## src/gpso_pkg.sv

```systemverilog
// Shared constants, types and decode function for the pin sync and override port.
package gpso_pkg;

   // ------------------------------------------------------------
   // Geometry and reset values
   // ------------------------------------------------------------
   localparam int         PORT_W    = 8;
   localparam int         ADDR_W    = 12;
   localparam int         DATA_W    = 32;
   localparam logic       RST_BIT   = 1'b0;
   localparam logic [1:0] WARM_DONE = 2'h3;

   // ------------------------------------------------------------
   // Register byte offsets
   // ------------------------------------------------------------
   localparam logic [ADDR_W-1:0] OFS_OUT = 12'h000;
   localparam logic [ADDR_W-1:0] OFS_DIR = 12'h004;
   localparam logic [ADDR_W-1:0] OFS_PUE = 12'h008;
   localparam logic [ADDR_W-1:0] OFS_PIN = 12'h00C;

   typedef enum logic [4:0] {
      SEL_OUT  = 5'b00001,
      SEL_DIR  = 5'b00010,
      SEL_PUE  = 5'b00100,
      SEL_PIN  = 5'b01000,
      SEL_NONE = 5'b10000
   } gpso_sel_t;

   // Address decode is shared by the read path and the error answer.
   function automatic gpso_sel_t gpso_decode(input logic [ADDR_W-1:0] a);
      gpso_sel_t s;
      if (a == OFS_OUT) begin
         s = SEL_OUT;
      end else if (a == OFS_DIR) begin
         s = SEL_DIR;
      end else if (a == OFS_PUE) begin
         s = SEL_PUE;
      end else if (a == OFS_PIN) begin
         s = SEL_PIN;
      end else begin
         s = SEL_NONE;
      end
      return s;
   endfunction

endpackage

```

## src/gpso_if.sv

```systemverilog
// Carrier between the register bank and the per-pin override cell.
`timescale 1ns/100ps
interface gpso_if #(parameter int N = gpso_pkg::PORT_W);
   logic [N-1:0] dir;
   logic [N-1:0] out_val;
   logic [N-1:0] pue;
   logic [N-1:0] clamped_in;

   modport regs (output dir, output out_val, output pue, input clamped_in);
   modport pins (input dir, input out_val, input pue, output clamped_in);
endinterface

```

## src/gpso_sync.sv

```systemverilog
// Two-stage synchronizer feeding the pin input bits.
`timescale 1ns/100ps
module gpso_sync #(
   parameter int N = gpso_pkg::PORT_W
) (
   input  wire logic         clk,
   input  wire logic         rst,
   input  wire logic [N-1:0] d,
   output logic      [N-1:0] q
);

   typedef struct packed {
      logic [N-1:0] stage1;
      logic [N-1:0] stage2;
   } gpso_sync_t;

   gpso_sync_t st;
   gpso_sync_t next_st;

   // ------------------------------------------------------------
   // Capture stage then pin input stage
   // ------------------------------------------------------------
   // written value takes same stages
   always_comb begin
      next_st        = st;
      next_st.stage1 = d;
      next_st.stage2 = st.stage1;
   end

   always_ff @(posedge clk) begin
      if (rst) begin
         st <= '0;
      end else begin
         st <= next_st;
      end
   end

   assign q = st.stage2;

endmodule

```

## src/gpso_pin.sv

```systemverilog
// Per-pin override, sleep clamp and pad drive logic.
`timescale 1ns/100ps
module gpso_pin #(
   parameter int           N      = gpso_pkg::PORT_W,
   parameter logic [N-1:0] PU_OVR = '1,
   parameter logic [N-1:0] DD_OVR = '1,
   parameter logic [N-1:0] PV_OVR = '1,
   parameter logic [N-1:0] PT_OVR = '1,
   parameter logic [N-1:0] IE_OVR = '1
) (
   input  wire logic         clk,
   input  wire logic         rst,
   gpso_if.pins              sigs,
   input  wire logic [N-1:0] pad_in,
   input  wire logic         sleep,
   input  wire logic [N-1:0] ext_int_en,
   input  wire logic [N-1:0] pullup_override_en,
   input  wire logic [N-1:0] pullup_override_val,
   input  wire logic [N-1:0] direction_override_en,
   input  wire logic [N-1:0] direction_override_val,
   input  wire logic [N-1:0] value_override_en,
   input  wire logic [N-1:0] value_override_val,
   input  wire logic [N-1:0] toggle_override_en,
   input  wire logic [N-1:0] input_enable_override_en,
   input  wire logic [N-1:0] input_enable_override_val,
   output logic      [N-1:0] pad_out,
   output logic      [N-1:0] pad_oe,
   output logic      [N-1:0] pullup_on,
   output logic      [N-1:0] raw_digital_input,
   output logic      [N-1:0] analog_pad_tap
);

   typedef struct packed {
      logic [N-1:0] oe;
      logic [N-1:0] drv;
      logic [N-1:0] pu;
      logic [N-1:0] di;
      logic [N-1:0] ana;
   } gpso_pin_t;

   gpso_pin_t    st;
   gpso_pin_t    next_st;
   logic [N-1:0] ie;
   logic [N-1:0] pu_en;
   logic [N-1:0] dd_en;
   logic [N-1:0] pv_en;
   logic [N-1:0] pt_en;
   logic [N-1:0] ie_en;

   // ------------------------------------------------------------
   // Override gating
   // ------------------------------------------------------------
   always_comb begin
      pu_en = pullup_override_en & PU_OVR;
      dd_en = direction_override_en & DD_OVR;
      pv_en = value_override_en & PV_OVR;
      pt_en = toggle_override_en & PT_OVR;
      ie_en = input_enable_override_en & IE_OVR;
      ie = (ie_en & input_enable_override_val) | (~ie_en & ~({N{sleep}} & ~ext_int_en));
      sigs.clamped_in = pad_in & ie;
      next_st = st;
      next_st.oe = (dd_en & direction_override_val) | (~dd_en & sigs.dir);
      // value and toggle select
      // Gating with the enable before the flop keeps the pad output a bare register.
      next_st.drv = ((pv_en & value_override_val) | (~pv_en & (sigs.out_val ^ pt_en))) & next_st.oe;
      next_st.pu  = (pu_en & pullup_override_val) | (~pu_en & sigs.pue);
      next_st.di  = sigs.clamped_in;
      next_st.ana = pad_in;
   end

   always_ff @(posedge clk) begin
      if (rst) begin
         st <= '0;
      end else begin
         st <= next_st;
      end
   end

   assign pad_oe            = st.oe;
   assign pad_out           = st.drv;
   assign pullup_on         = st.pu;
   assign raw_digital_input = st.di;
   assign analog_pad_tap    = st.ana;

endmodule

```

## src/gpso_top.sv

```systemverilog
// Port block: APB register bank, pin synchronizer and per-pin overrides.
// How it works
// - pin input bit readable regardless of direction
// - input passes two synchronizing stages
// - external change reaches input bit bounded
// - written value reaches input bit later
// - sleep clamps digital input to zero
// - enabled external interrupt pins skip clamp
// - clamp release shows as pin change
// - pull-ups off while reset active
// - pull-up override else register bit
// - direction override else direction bit
// - value override else output bit
// - toggle override inverts output bit
// - input enable override else sleep state
// - raw input given before synchronizer
// - analog tap straight from pad
// - strobes shared, overrides per pin
// - direction one drives, zero inputs
// - writing one to input toggles output
// - reset tristates all pins
`timescale 1ns/100ps
module gpso_top #(
   parameter int           N      = gpso_pkg::PORT_W,
   parameter logic [N-1:0] PU_OVR = '1,
   parameter logic [N-1:0] DD_OVR = '1,
   parameter logic [N-1:0] PV_OVR = '1,
   parameter logic [N-1:0] PT_OVR = '1,
   parameter logic [N-1:0] IE_OVR = '1
) (
   input  wire logic                        clk,
   input  wire logic                        rst,
   input  wire logic                        psel,
   input  wire logic                        penable,
   input  wire logic                        pwrite,
   input  wire logic [gpso_pkg::ADDR_W-1:0] paddr,
   input  wire logic [gpso_pkg::DATA_W-1:0] pwdata,
   output logic      [gpso_pkg::DATA_W-1:0] prdata,
   output logic                             pready,
   output logic                             pslverr,
   input  wire logic [N-1:0]                pad_in,
   output logic      [N-1:0]                pad_out,
   output logic      [N-1:0]                pad_oe,
   output logic      [N-1:0]                pullup_on,
   input  wire logic                        sleep,
   input  wire logic [N-1:0]                ext_int_en,
   input  wire logic [N-1:0]                pullup_override_en,
   input  wire logic [N-1:0]                pullup_override_val,
   input  wire logic [N-1:0]                direction_override_en,
   input  wire logic [N-1:0]                direction_override_val,
   input  wire logic [N-1:0]                value_override_en,
   input  wire logic [N-1:0]                value_override_val,
   input  wire logic [N-1:0]                toggle_override_en,
   input  wire logic [N-1:0]                input_enable_override_en,
   input  wire logic [N-1:0]                input_enable_override_val,
   output logic      [N-1:0]                raw_digital_input,
   output logic      [N-1:0]                analog_pad_tap,
   output logic      [N-1:0]                pin_change
);

   typedef struct packed {
      logic [N-1:0]                  out_val;
      logic [N-1:0]                  dir;
      logic [N-1:0]                  pue;
      logic [N-1:0]                  pin_prev;
      logic [N-1:0]                  change;
      logic [gpso_pkg::DATA_W-1:0]   rdata;
      logic                          ready;
      logic                          err;
      logic [1:0]                    warm;
   } gpso_top_t;

   gpso_top_t          st;
   gpso_top_t          next_st;
   logic [N-1:0]       pin_input_bit;
   gpso_pkg::gpso_sel_t sel;
   logic               setup;
   logic               wr_go;
   logic [N-1:0]       wbits;

   gpso_if #(.N(N)) sigs ();

   // ------------------------------------------------------------
   // Submodules
   // ------------------------------------------------------------
   // common strobes, per-pin override vectors
   gpso_pin #(
      .N      (N),
      .PU_OVR (PU_OVR),
      .DD_OVR (DD_OVR),
      .PV_OVR (PV_OVR),
      .PT_OVR (PT_OVR),
      .IE_OVR (IE_OVR)
   ) u_pin (
      .clk                       (clk),
      .rst                       (rst),
      .sigs                      (sigs.pins),
      .pad_in                    (pad_in),
      .sleep                     (sleep),
      .ext_int_en                (ext_int_en),
      .pullup_override_en        (pullup_override_en),
      .pullup_override_val       (pullup_override_val),
      .direction_override_en     (direction_override_en),
      .direction_override_val    (direction_override_val),
      .value_override_en         (value_override_en),
      .value_override_val        (value_override_val),
      .toggle_override_en        (toggle_override_en),
      .input_enable_override_en  (input_enable_override_en),
      .input_enable_override_val (input_enable_override_val),
      .pad_out                   (pad_out),
      .pad_oe                    (pad_oe),
      .pullup_on                 (pullup_on),
      .raw_digital_input         (raw_digital_input),
      .analog_pad_tap            (analog_pad_tap)
   );

   gpso_sync #(.N(N)) u_sync (
      .clk (clk),
      .rst (rst),
      .d   (sigs.clamped_in),
      .q   (pin_input_bit)
   );

   assign sigs.dir     = st.dir;
   assign sigs.out_val = st.out_val;
   assign sigs.pue     = st.pue;

   // ------------------------------------------------------------
   // APB slave and register bank
   // ------------------------------------------------------------
   always_comb begin
      sel     = gpso_pkg::gpso_decode(paddr);
      setup   = psel & ~penable;
      wr_go   = psel & penable & st.ready & pwrite & ~st.err;
      wbits   = pwdata[N-1:0];
      next_st = st;
      // Ready is raised for the access phase only, so every transfer has zero wait states.
      next_st.ready = setup;
      next_st.err   = setup & (sel == gpso_pkg::SEL_NONE);
      if (setup & ~pwrite) begin
         next_st.rdata = '0;
         if (sel == gpso_pkg::SEL_OUT) begin
            next_st.rdata[N-1:0] = st.out_val;
         end else if (sel == gpso_pkg::SEL_DIR) begin
            next_st.rdata[N-1:0] = st.dir;
         end else if (sel == gpso_pkg::SEL_PUE) begin
            next_st.rdata[N-1:0] = st.pue;
         end else if (sel == gpso_pkg::SEL_PIN) begin
            next_st.rdata[N-1:0] = pin_input_bit;
         end
      end
      if (wr_go) begin
         if (sel == gpso_pkg::SEL_OUT) begin
            next_st.out_val = wbits;
         end else if (sel == gpso_pkg::SEL_DIR) begin
            next_st.dir = wbits;
         end else if (sel == gpso_pkg::SEL_PUE) begin
            next_st.pue = wbits;
         end else if (sel == gpso_pkg::SEL_PIN) begin
            next_st.out_val = st.out_val ^ wbits;
         end
      end
      // change seen on input bit, clamp release included
      next_st.pin_prev = pin_input_bit;
      next_st.change   = pin_input_bit ^ st.pin_prev;
      if (st.warm != gpso_pkg::WARM_DONE) begin
         next_st.warm   = st.warm + 2'h1;
         next_st.change = '0;
      end
   end

   always_ff @(posedge clk) begin
      if (rst) begin
         st          <= '0;
         st.out_val  <= {N{gpso_pkg::RST_BIT}};
         st.dir      <= {N{gpso_pkg::RST_BIT}};
         st.pue      <= {N{gpso_pkg::RST_BIT}};
      end else begin
         st <= next_st;
      end
   end

   assign prdata     = st.rdata;
   assign pready     = st.ready;
   assign pslverr    = st.err;
   assign pin_change = st.change;
endmodule

```

## config.mk

```make
export PLATFORM = sky130hd
export DESIGN_NAME = gpso_top
export DESIGN_NICKNAME = d
export VERILOG_FILES = /design/src/gpso_pkg.sv /design/src/gpso_if.sv /design/src/gpso_sync.sv /design/src/gpso_pin.sv /design/src/gpso_top.sv
export SDC_FILE = /design/constraint.sdc
export NUM_CORES = 1
export LEC_CHECK = 0
export BUFFER_PORTS_ARGS = -buffer_cell sky130_fd_sc_hd__buf_2
export CAP_MARGIN = 20
export CORE_MARGIN = 3
export CORE_UTILIZATION = 35
export CTS_BUF_LIST = sky130_fd_sc_hd__clkbuf_8
export DETAILED_ROUTE_END_ITERATION = 8
export SKIP_LAST_GASP = 1
export SLEW_MARGIN = 20
export SYNTH_ARGS = -nofsm -noshare
export SYNTH_HDL_FRONTEND = slang
export SYNTH_SLANG_ARGS = --single-unit
```

## constraint.sdc

```tcl
create_clock -name clk -period 2.65 [get_ports clk]
set_input_delay 0.1325 -clock clk [delete_from_list [all_inputs] [get_ports clk]]
set_output_delay 0.1325 -clock clk [all_outputs]
set_load 0.02 [all_outputs]
```

Yosys cells after proc, flatten, opt, wreduce, memory -nomap -nowiden

Index checks and enable logic that the tools add are counted.

Flip-flop bits (word level): 100
Output and inout bits: 82

Add/subtract/negate cells: 1
Eq/ne operators: 11
Multiplexer cells: 12
Bitwise logic cells: 36
Reductions and logical operators: 6

Operators by type and width:

| cell                                                  | number |
|---|---|
| bitwise AND 8 bit                                     | 11 |
| 2-to-1 mux 8 bit                                      | 8 |
| inverter 8 bit                                        | 6 |
| OR 8 bit                                              | 4 |
| equality test 12 x 4 -> 1 bit (second input constant) | 2 |
| bitwise XOR 8 bit                                     | 3 |
| 2-to-1 mux 5 bit                                      | 4 |
| equality test 12 x 3 -> 1 bit (second input constant) | 1 |
| zero test 12 bit                                      | 1 |
| AND reduction 4 bit                                   | 2 |
| bitwise AND 1 bit                                     | 7 |
| inequality test 2 bit (second input constant)         | 3 |
| equality test 5 x 1 -> 1 bit (second input constant)  | 1 |
| equality test 5 x 2 -> 1 bit (second input constant)  | 1 |
| equality test 5 x 3 -> 1 bit (second input constant)  | 1 |
| equality test 5 x 4 -> 1 bit (second input constant)  | 1 |
| equality test 5 bit (second input constant)           | 1 |
| inverter 1 bit                                        | 5 |
| AND reduction 3 bit                                   | 1 |
| adder 2 x 1 -> 2 bit (second input constant)          | 1 |
| nonzero test 2 bit                                    | 1 |
| OR reduction 2 bit                                    | 1 |

Longest topological paths before layout

Gate-level depths: netlist of run 1.

Depth after elaboration: 10
Gate-level depth with buffers: 5
Mapped depth without buffers: 4

Modules after synthesis

A second synthesis of run 1 with hierarchy kept.

Cells, all modules: 499
Area, all modules: 4814.6 um^2

Modules (own cells, without submodules):

| module    | times used | cells an instance | area each (um^2) | seq. area each (um^2) |
|---|---|---|---|---|
| gpso_top  | 1          | 311               | 2638.8           | 1041.0 |
| gpso_pin  | 1          | 155               | 1711.6           | 800.8 |
| gpso_sync | 1          | 33                | 464.2            | 320.3 |

Least setup slack after synthesis of run 1

Ideal clock, no wire load.

Path kind: reg-to-reg
Start point: register st (netlist bit pready)
End point: register, netlist name sigs.out_val[0]
Library setup time: 121 ps
Arrival time: 1985 ps
Required time: 2529 ps
Slack: 545 ps
Cell stages (with the launch flop): 6
Path buffers: 1
Clock period less this slack: 2105 ps
Cell sequence: dfxtp_1 -> or4b_1 -> or4_4 -> buf_6 -> o21ai_1 -> mux2_2

Word-level cells in the longest chain between the ends: 4

Ends and longest elaborated chain:

| element                              | line            | source |
|---|---|---|
| start, declared                      | gpso_top.sv:73  | `gpso_top_t st;` |
| start signal, assigned               | gpso_top.sv:179 | `st <= next_st;` |
| bitwise AND 1 bit (3 in series)      | gpso_top.sv:134 | `wr_go = psel & penable & st.ready & pwrite & ~st.err;` |
| AND reduction 4 bit (no source line) | -               |  |

No other way between the ends.
A chain may end at the register's enable or synchronous reset.

Worst setup path after layout of run 1

Start point: register st (netlist bit pslverr)
End point: register, netlist name sigs.out_val[6]

Word-level cells in the longest chain between the ends: 3

Ends and longest elaborated chain:

| element                              | line |
|---|---|
| inverter 1 bit                       | gpso_top.sv:134 |
| bitwise AND 1 bit                    | gpso_top.sv:134 |
| AND reduction 4 bit (no source line) | - |

No other way between the ends.

==> results of run 1 <==
-- routing by layer --
metal / routed length [um] / vias to the layer above / track usage [%] / share of wire, %
met5: 0 / - / 0 / 0
li1: - / 1773 / - / -
met4: 170 / 0 / 4.54 / 1.6
met1: 4230 / 1612 / 18.6 / 40
met2: 5330 / 146 / 26.5 / 50
met3: 959 / 13 / 5.22 / 9.0
-- worst register-to-register path, stage by stage, from the launching register on --
cell	delay (ns)
dfxtp_1	0.32
or4b_1	0.53
or4_4	0.63
o21ai_0	0.24
mux2_2	0.35
-- power groups by stage --
stage | sequential, mW | combinational [mW] | clock, mW
floorplan | 1.63 | 0.196 | 0
global placement | 1.59 | 0.342 | 0
detailed placement | 1.60 | 0.353 | 0
CTS | 1.56 | 0.372 | 1.08
global route | 1.56 | 0.406 | 1.14
finish | 1.56 | 0.370 | 1.04
-- cell type report --
| type | count | area share (%) |
|---|---|---|
| inverter | 8 | 0.565 |
| timing repair buffer | 189 | 19.4 |
| sequential | 100 | 37.7 |
| clock buffer | 9 | 2.33 |
| clock inverter | 7 | 1.74 |
| tap | 143 | 3.37 |
| multi-input combinational | 296 | 34.9 |
-- metrics by stage --
| step | cells | hold slack, ns | area (um^2) | utilization (%) | power [mW] |
|---|---|---|---|---|---|
| after global placement | 720 | 0.364 | 4930 | 42.6 | 1.94 |
| after detailed placement | 720 | 0.375 | 4940 | 42.7 | 1.95 |
| final | 752 | 0.0138 | 5320 | 46.0 | 2.97 |
| after global routing | 752 | 0.00387 | 5320 | 46.0 | 3.11 |
| after CTS | 752 | 0.00105 | 5320 | 46.0 | 3.01 |
| after floorplan | 468 | 0.280 | 4280 | - | 1.82 |
-- logic make-up after synthesis --
| kind of cell | after synthesis | share of synthesized area, % |
|---|---|---|
| simple gates | 140 | 17.5 |
| flops | 100 | 47.7 |
| compound gates | 80 | 9.87 |
| buf+inv | 72 | 10.3 |
| mux | 33 | 10.5 |
| xor+xnor | 18 | 3.76 |
| fa+ha+maj | 1 | 0.298 |
| other cells | 1 | 0.0894 |
-- final timing paths --
path,start,endpoint,slack [ns]
worst max-delay path,pslverr,sigs.out_val[6],0.47
worst min-delay path,pullup_override_val[6],u_pin.pullup_on[6],0.01
worst max register to register,pslverr,sigs.out_val[6],0.47
worst min register to register,u_pin.raw_digital_input[3],u_sync.q[3],0.46
-- Yosys cell counts --
library cell	count	share of area, %
a21oi_1	48	5.7
a31oi_1	8	1.2
buf_1	5	0.45
buf_2	2	0.24
buf_4	40	7.2
buf_6	1	0.27
clkbuf_1	16	1.4
conb_1	1	0.089
dfxtp_1	100	48
ha_1	1	0.30
inv_1	8	0.72
mux2_2	8	2.1
mux2i_1	17	4.1
mux4_2	8	4.3
nand2_1	16	1.4
nand2b_1	4	0.60
nand3_1	25	3.0
nor2_1	36	3.2
nor2b_1	34	5.1
nor3_1	17	2.0
nor4_2	1	0.30
nor4_4	1	0.51
o21ai_0	18	2.1
o21ai_1	5	0.60
o21ai_2	1	0.21
or2_2	2	0.30
or4_4	3	0.81
or4b_1	1	0.24
xnor2_1	17	3.6
xor2_1	1	0.21
==> flow_metrics.py, run 1 <==
metrics = {
    "route": {
        "wl_per_cell_um": 14.2,
        "drtIter0Drc": 238,
        "vias_per_cell": 4.71,
        "dr.pass1.iters": 4,
        "vias": 3544,
        "ant_nets": 0,
        "drt-total-wl_mm": 10.7,
        "drc_errors": 0,
    },
    "timing": {
        "min_period_over_period_pct": 82.4,
        "setup_tns_ns": 0,
        "finalClockSkew_ns": 0.00905,
        "hold_violations": 0,
        "period_needed_ns": 2.18,
        "worstMarginPinSlew_ns": 0.785,
        "final-setup-viol-count": 0,
        "slew_headroom_pct": 47.2,
        "worst_slack_ns": 0.467,
        "fmaxAchievable_mhz": 458,
        "drv_slew": 0,
        "grt_setup_unrepaired": "no",
    },
    "power_and_ir_drop": {
        "p_sw_share_pct": 27.1,
        "power.switching_mw": 0.805,
        "p_clk_share_pct": 35.0,
        "powerDensity_nw_per_um2": 558,
        "peakVddDrop_mv": 0.285,
        "leakage_nw": 2.40,
        "pwr-share-comb_pct": 12.5,
        "seqPwrFrac_pct": 52.6,
        "p_int_mw": 2.16,
    },
    "final_layout": {
        "largest_reg_flops": 10,
        "antennaDiodeCount": 0,
        "multi_input_area_um2": 1860,
        "final_common_cell": "buf_2",
        "top_register": "st",
        "drive_above_1_share_pct": 35.1,
        "fillers": 1142,
        "final_cell_mix": "170 x buf_2, 100 x dfxtp_1, 48 x a21oi_1",
        "seqCellArea_um2": 2000,
        "areaGrowthSynthToFinish_pct": 26.8,
        "fin_nets": 743,
    },
    "worst_setup_path": {
        "rr_worst_depth": 4,
        "crit_required_ns": 2.91,
        "critical_path_class": "reg -> reg",
        "critPathBufInv": 0,
        "cp_num_cells": 4,
        "worst_setup_path_end_kind": "flop",
        "cpMaxStageDelayCell": "or4_4",
        "cp_top_family": "simple AND/OR/NAND/NOR gates",
        "crit_arrival_ns": 2.45,
        "cp_max_fo": 32,
        "path_cells": "or4b_1 > or4_4 > o21ai_0 > mux2_2",
        "worstSetupStartpointType": "flop",
        "max_stage_delay_ns": 0.63,
    },
    "placement": {
        "detailed_place_hpwl_mm": 7.82,
        "pre_cts_slack_ns": 0.404,
        "routabilityCongestion": 0.768,
        "port_buffers": 171,
    },
    "clocking": {
        "cts.clk_slew.worst_paths_ns": 0.10,
        "cts_tree": "built",
        "cts.repair.resized": 0,
        "cts_sinks": 100,
        "hold_buffers": 16,
        "clock_latency_ns": 0.37,
        "cts_setup_buffers": 0,
        "cts_buffers": 9,
        "cts_max_path_buffers": 2,
        "clk_root_buffer_cell": "clkbuf_8",
        "htree_levels": 3,
    },
    "floorplan": {
        "die_h_um": 115,
        "ios": 220,
        "rows": 39,
        "start_util_pct": 36.3,
        "coreArea_um2": 11600,
        "die_width_um": 115,
        "dieArea_um2": 13300,
    },
    "global_route": {
        "grt_pass1_wl_mm": 16.1,
        "track_usage_pct": 15.5,
        "grt_overflow": 0,
        "antenna_found_initial": 0,
        "grt_max_degree": 71,
        "grt_pass1_vias": 3323,
    },
    "synth": {
        "synth_area_um2": 4190,
        "ys_seq_elements": 100,
        "syn_avg_cell_area_um2": 9.42,
        "synth_cells": 445,
        "ys_types": 30,
        "yosys_warnings": 0,
        "yosysSeqAreaShare_pct": 47.7,
    },
    "min_path": {
        "hold-path-cell-count": 3,
        "hp-class": "in -> reg",
    },
    "run_status": {
        "outcome": "complete, no violations",
    },
    "job": {
        "cap_violations": 0,
    },
}
Note: power is estimated with default switching activity, not from simulation.
==> run 2, diff against run 1 <==
Clock period 2.65 ns to 2.1 ns, I/O delays scaled along.
==> flow_metrics.py, run 2 (same netlist as run 1, synthesis figures left out) <==
metrics = {
    "power_and_ir_drop": {
        "peakVddDrop_mv": 0.304,
        "leakage_nw": 2.62,
        "powerDensity_nw_per_um2": 675,
    },
    "timing": {
        "drv_slew": 0,
        "min_period_over_period_pct": 99.2,
        "worst_slack_ns": 0.0159,
        "hold_violations": 0,
        "slew_headroom_pct": 48.9,
        "finalClockSkew_ns": 0.0121,
        "period_needed_ns": 2.08,
        "grt_setup_unrepaired": "yes",
        "final-setup-viol-count": 0,
        "finalHoldWorstSlack_ns": 0.0212,
        "fmaxAchievable_mhz": 480,
        "worstMarginPinSlew_ns": 0.762,
    },
    "clocking": {
        "cts_setup_buffers": 0,
        "clk_root_buffer_cell": "clkbuf_8",
        "cts_buffers": 9,
        "cts_sinks": 100,
        "htree_levels": 3,
        "cts_max_path_buffers": 2,
        "clock_latency_ns": 0.37,
        "cts_tree": "built",
        "cts.clk_slew.worst_paths_ns": 0.10,
    },
    "final_layout": {
        "final_common_cell": "buf_2",
        "antennaDiodeCount": 0,
        "final_cell_area_um2": 5860,
        "largest_reg_flops": 10,
        "top_register": "st",
        "fin_nets": 796,
        "final_cell_mix": "170 x buf_2, 100 x dfxtp_1, 56 x dlygate4sd3_1",
        "stdcell_count": 805,
        "fin_util_pct": 50.7,
        "drive_above_1_share_pct": 34.4,
        "areaGrowthSynthToFinish_pct": 39.7,
    },
    "global_route": {
        "grtUsageMet2_pct": 29.8,
        "grt_pass1_wl_mm": 17.7,
        "antenna_found_initial": 1,
        "use_met3_pct": 6.01,
        "track_usage_pct": 17.1,
        "grt_pass1_vias": 3795,
        "grt.busiest_layer": "met2",
        "grt_max_degree": 40,
        "grtUsageMet1_pct": 19.2,
        "grt_overflow": 0,
    },
    "route": {
        "drtIter0Drc": 241,
        "drc_errors": 0,
        "drt-total-wl_mm": 11.8,
        "wl_per_cell_um": 14.7,
        "vias_per_cell": 4.76,
        "ant_nets": 0,
        "dr.pass1.iters": 5,
        "vias": 3830,
    },
    "floorplan": {
        "rows": 39,
        "coreArea_um2": 11600,
        "die_width_um": 115,
        "ios": 220,
        "start_util_pct": 36.3,
        "die_h_um": 115,
        "dieArea_um2": 13300,
    },
    "worst_setup_path": {
        "crit_end": "sigs.out_val[6]",
        "worst_setup_path_end_kind": "flop",
        "rr_startpoint": "pslverr",
        "reg2reg_slack_ns": 0.02,
        "cp_max_fo": 10,
        "rr_worst_depth": 4,
        "worstSetupStartpointType": "flop",
        "crit_start": "pslverr",
        "crit_arrival_ns": 2.35,
        "critical_path_class": "reg -> reg",
        "worstReg2RegEnd": "sigs.out_val[6]",
        "crit_required_ns": 2.36,
    },
    "placement": {
        "dpl_cell_area_um2": 5040,
        "port_buffers": 171,
        "pre_cts_slack_ns": -0.0147,
        "detailed_place_hpwl_mm": 8.07,
        "dp_cells": 732,
        "routabilityCongestion": 0.791,
    },
    "run_status": {
        "outcome": "complete, no violations",
    },
    "min_path": {
        "hp-class": "in -> reg",
    },
    "job": {
        "cap_violations": 0,
    },
}
run 2: worst max-delay path: stages (launching register included):
cell     delay (ns)
dfxtp_1        0.34
or4b_4         0.53
or4_4          0.54
o21ai_0        0.22
mux2_2         0.35
run 2: how the worst min path moves through the flow:
stage          cells after the start                    endpoint                   startpoint
4_1_cts                            3                 sigs.dir[5]                    pwdata[5]
6_report                           3  u_pin.raw_digital_input[7]  input_enable_override_en[7]
3_3_place_gp                       3          u_pin.pullup_on[0]       pullup_override_val[0]
5_1_grt                            3            u_pin.pad_out[7]        value_override_val[7]
3_5_place_dp                       3          u_pin.pullup_on[5]       pullup_override_val[5]
2_1_floorplan                      2          u_pin.pullup_on[0]       pullup_override_val[0]
run 2: area by class of cell:
cell class / count / area [um^2]
fill: 1080 / 5710
sequential: 100 / 2000
multi-input combinational: 297 / 1870
timing repair buffer: 241 / 1540
tap: 143 / 179
clock buffer: 9 / 124
clock inverter: 7 / 116
inverter: 8 / 30.0
run 2: timing repair:
item                                    4_1_cts  5_1_grt
hold buffers                                 55        1
endpoints found under the setup margin        0        7
gates resized for setup                       0        2
endpoints found under the hold margin        42        2
run 2: per-layer routing:
metal  wire [um]  up-vias
met4         276        2
li1            -     1876
met2        5890      165
met1        4760     1761
met5          13        -
met3         859       26
run 2: per-stage QoR:
| step | total power [mW] | setup TNS, ns |
|---|---|---|
| global placement | 2.45 | 0 |
| CTS | 4.00 | 0 |
| finish | 3.96 | 0 |
| floorplan | 2.30 | 0 |
| detailed placement | 2.47 | -0.0202 |
| global route | 4.15 | -0.0596 |
run 2: power by group:
| part | leakage (nW) | internal, mW | switching (mW) | total [mW] |
|---|---|---|---|---|
| clock network | 0.121 | 0.704 | 0.735 | 1.44 |
| registers | 0.814 | 1.95 | 0.0213 | 1.97 |
| logic | 1.69 | 0.262 | 0.286 | 0.548 |
==> run 3, diff against run 2 <==
Settings changed: CORE_ASPECT_RATIO set to 1.25.
==> flow_metrics.py, run 3 (same netlist as run 1, synthesis figures left out) <==
metrics = {
    "power_and_ir_drop": {
        "leakage_nw": 2.58,
        "p_clk_share_pct": 31.8,
        "p_sw_share_pct": 27.9,
        "finalPower_mw": 3.68,
        "powerDensity_nw_per_um2": 636,
        "seqPwrFrac_pct": 53.5,
        "peakVddDrop_mv": 0.297,
        "p_int_mw": 2.65,
        "power.switching_mw": 1.03,
        "pwr-share-comb_pct": 14.7,
    },
    "route": {
        "drc_errors": 0,
        "vias": 3820,
        "ant_nets": 0,
        "wl_per_cell_um": 14.6,
        "drtIter0Drc": 221,
        "dr.pass1.iters": 5,
        "vias_per_cell": 4.68,
        "drt-total-wl_mm": 12.0,
    },
    "clocking": {
        "htree_levels": 3,
        "cts.clk_slew.worst_paths_ns": 0.10,
        "cts_tree": "built",
        "cts_buffers": 9,
        "cts_max_path_buffers": 2,
        "cts_sinks": 100,
        "clock_latency_ns": 0.37,
        "clk_root_buffer_cell": "clkbuf_8",
    },
    "global_route": {
        "grt.busiest_layer": "met2",
        "grtUsageMet2_pct": 32.3,
        "grt_pass1_wl_mm": 18.3,
        "use_met3_pct": 3.86,
        "track_usage_pct": 17.1,
        "grt_max_degree": 40,
        "grt_pass1_vias": 3800,
        "grt_overflow": 0,
        "antenna_found_initial": 1,
        "grtUsageMet1_pct": 18.1,
    },
    "timing": {
        "worst_slack_ns": 0.0374,
        "min_period_over_period_pct": 98.2,
        "drv_slew": 0,
        "setup_tns_ns": 0,
        "finalClockSkew_ns": 0.00880,
        "fmaxAchievable_mhz": 485,
        "hold_violations": 0,
        "period_needed_ns": 2.06,
        "grt_setup_unrepaired": "yes",
        "final-setup-viol-count": 0,
        "finalHoldWorstSlack_ns": 0.0189,
        "worstMarginPinSlew_ns": 0.768,
        "slew_headroom_pct": 48.5,
    },
    "floorplan": {
        "rows": 44,
        "dieArea_um2": 13300,
        "die_h_um": 128,
        "ios": 220,
        "start_util_pct": 35.9,
        "die_width_um": 104,
        "coreArea_um2": 11700,
    },
    "min_path": {
        "min_to": "u_pin.pad_out[2]",
        "hp-class": "in -> reg",
        "hold-path-cell-count": 3,
        "hold_path_startpoint": "value_override_val[2]",
    },
    "placement": {
        "port_buffers": 171,
        "routabilityCongestion": 0.772,
        "detailed_place_hpwl_mm": 8.41,
        "dp_cells": 749,
        "dpl_cell_area_um2": 5070,
        "pre_cts_slack_ns": -0.0100,
    },
    "final_layout": {
        "fin_util_pct": 49.6,
        "fillers": 1125,
        "final_cell_mix": "171 x buf_2, 100 x dfxtp_1, 49 x dlygate4sd3_1",
        "final_cell_area_um2": 5780,
        "top_register": "st",
        "drive_above_1_share_pct": 35.4,
        "fin_nets": 790,
        "areaGrowthSynthToFinish_pct": 37.9,
        "antennaDiodeCount": 0,
        "final_common_cell": "buf_2",
        "largest_reg_flops": 10,
        "stdcell_count": 817,
    },
    "worst_setup_path": {
        "path_cells": "or4b_4 > or4_4 > o21ai_1 > mux2_2",
        "reg2reg_slack_ns": 0.04,
        "critPathBufInv": 0,
        "cp_top_family": "simple AND/OR/NAND/NOR gates",
        "cpMaxStageDelayCell": "or4_4",
        "worst_setup_path_end_kind": "flop",
        "worstSetupStartpointType": "flop",
        "critical_path_class": "reg -> reg",
        "max_stage_delay_ns": 0.61,
        "cp_max_fo": 6,
        "crit_arrival_ns": 2.33,
        "crit_required_ns": 2.37,
        "rr_worst_depth": 4,
        "rr_startpoint": "pslverr",
        "worstReg2RegEnd": "sigs.out_val[4]",
    },
    "run_status": {
        "outcome": "complete, no violations",
    },
    "job": {
        "cap_violations": 0,
    },
}
run 3: cell count changes in the layout (fill, tap and decap cells not counted), moves of 2 or more:
cell / delta
buf_4: -2
dlygate4sd3_1: -7
inv_6: +3
o21ai_2: +3
inv_8: -2
bufinv_16: -2
o21ai_1: -2
run 3: repair_timing:
action | CTS | global route
resized for setup | 0 | 7
hold endpoints to repair | 40 | 0
endpoints found under the setup margin | 0 | 5
hold buffers | 49 | 0
buffers inserted | 0 | 1
run 3: final cells by class:
type                       instances  area, um^2  area share (%)
clock inverter                     7        57.6           0.995
timing repair buffer             234        1480            25.5
multi-input combinational        298        1890            32.7
inverter                           8        30.0           0.519
clock buffer                       9         124            2.14
sequential                       100        2000            34.6
tap                              161         201            3.48
run 3: metal layers:
metal | vias to the layer above | routed length (um)
met2 | 145 | 6460
met1 | 1782 | 4460
li1 | 1871 | -
met5 | - | 7
met4 | 2 | 274
met3 | 20 | 760
run 3: power groups by stage:
stage	sequential [mW]	combinational, mW	clock, mW
6_report	1.97	0.540	1.17
5_1_grt	1.97	0.588	1.28
4_1_cts	1.97	0.535	1.21
3_5_place_dp	2.01	0.461	0
3_3_place_gp	2.01	0.447	0
2_1_floorplan	2.05	0.248	0
run 3: worst max-delay path by stage:
stage,from,endpoint,slack [ns],cells after the start
2_1_floorplan,pready,sigs.out_val[0],0.02,5
3_3_place_gp,paddr[7],sigs.out_val[6],0.009,5
3_5_place_dp,paddr[7],sigs.out_val[5],-0.01,5
4_1_cts,pslverr,sigs.out_val[5],0.02,4
5_1_grt,pslverr,sigs.out_val[4],-0.006,4
6_report,pslverr,sigs.out_val[4],0.04,4
run 3: worst min-delay path, delay by kind of cell:
family | cells | cell delay, ns
buffers and inverters | 1 | 0.07
and+or+nand+nor | 1 | 0.12
AOI/OAI and AO/OA | 1 | 0.05
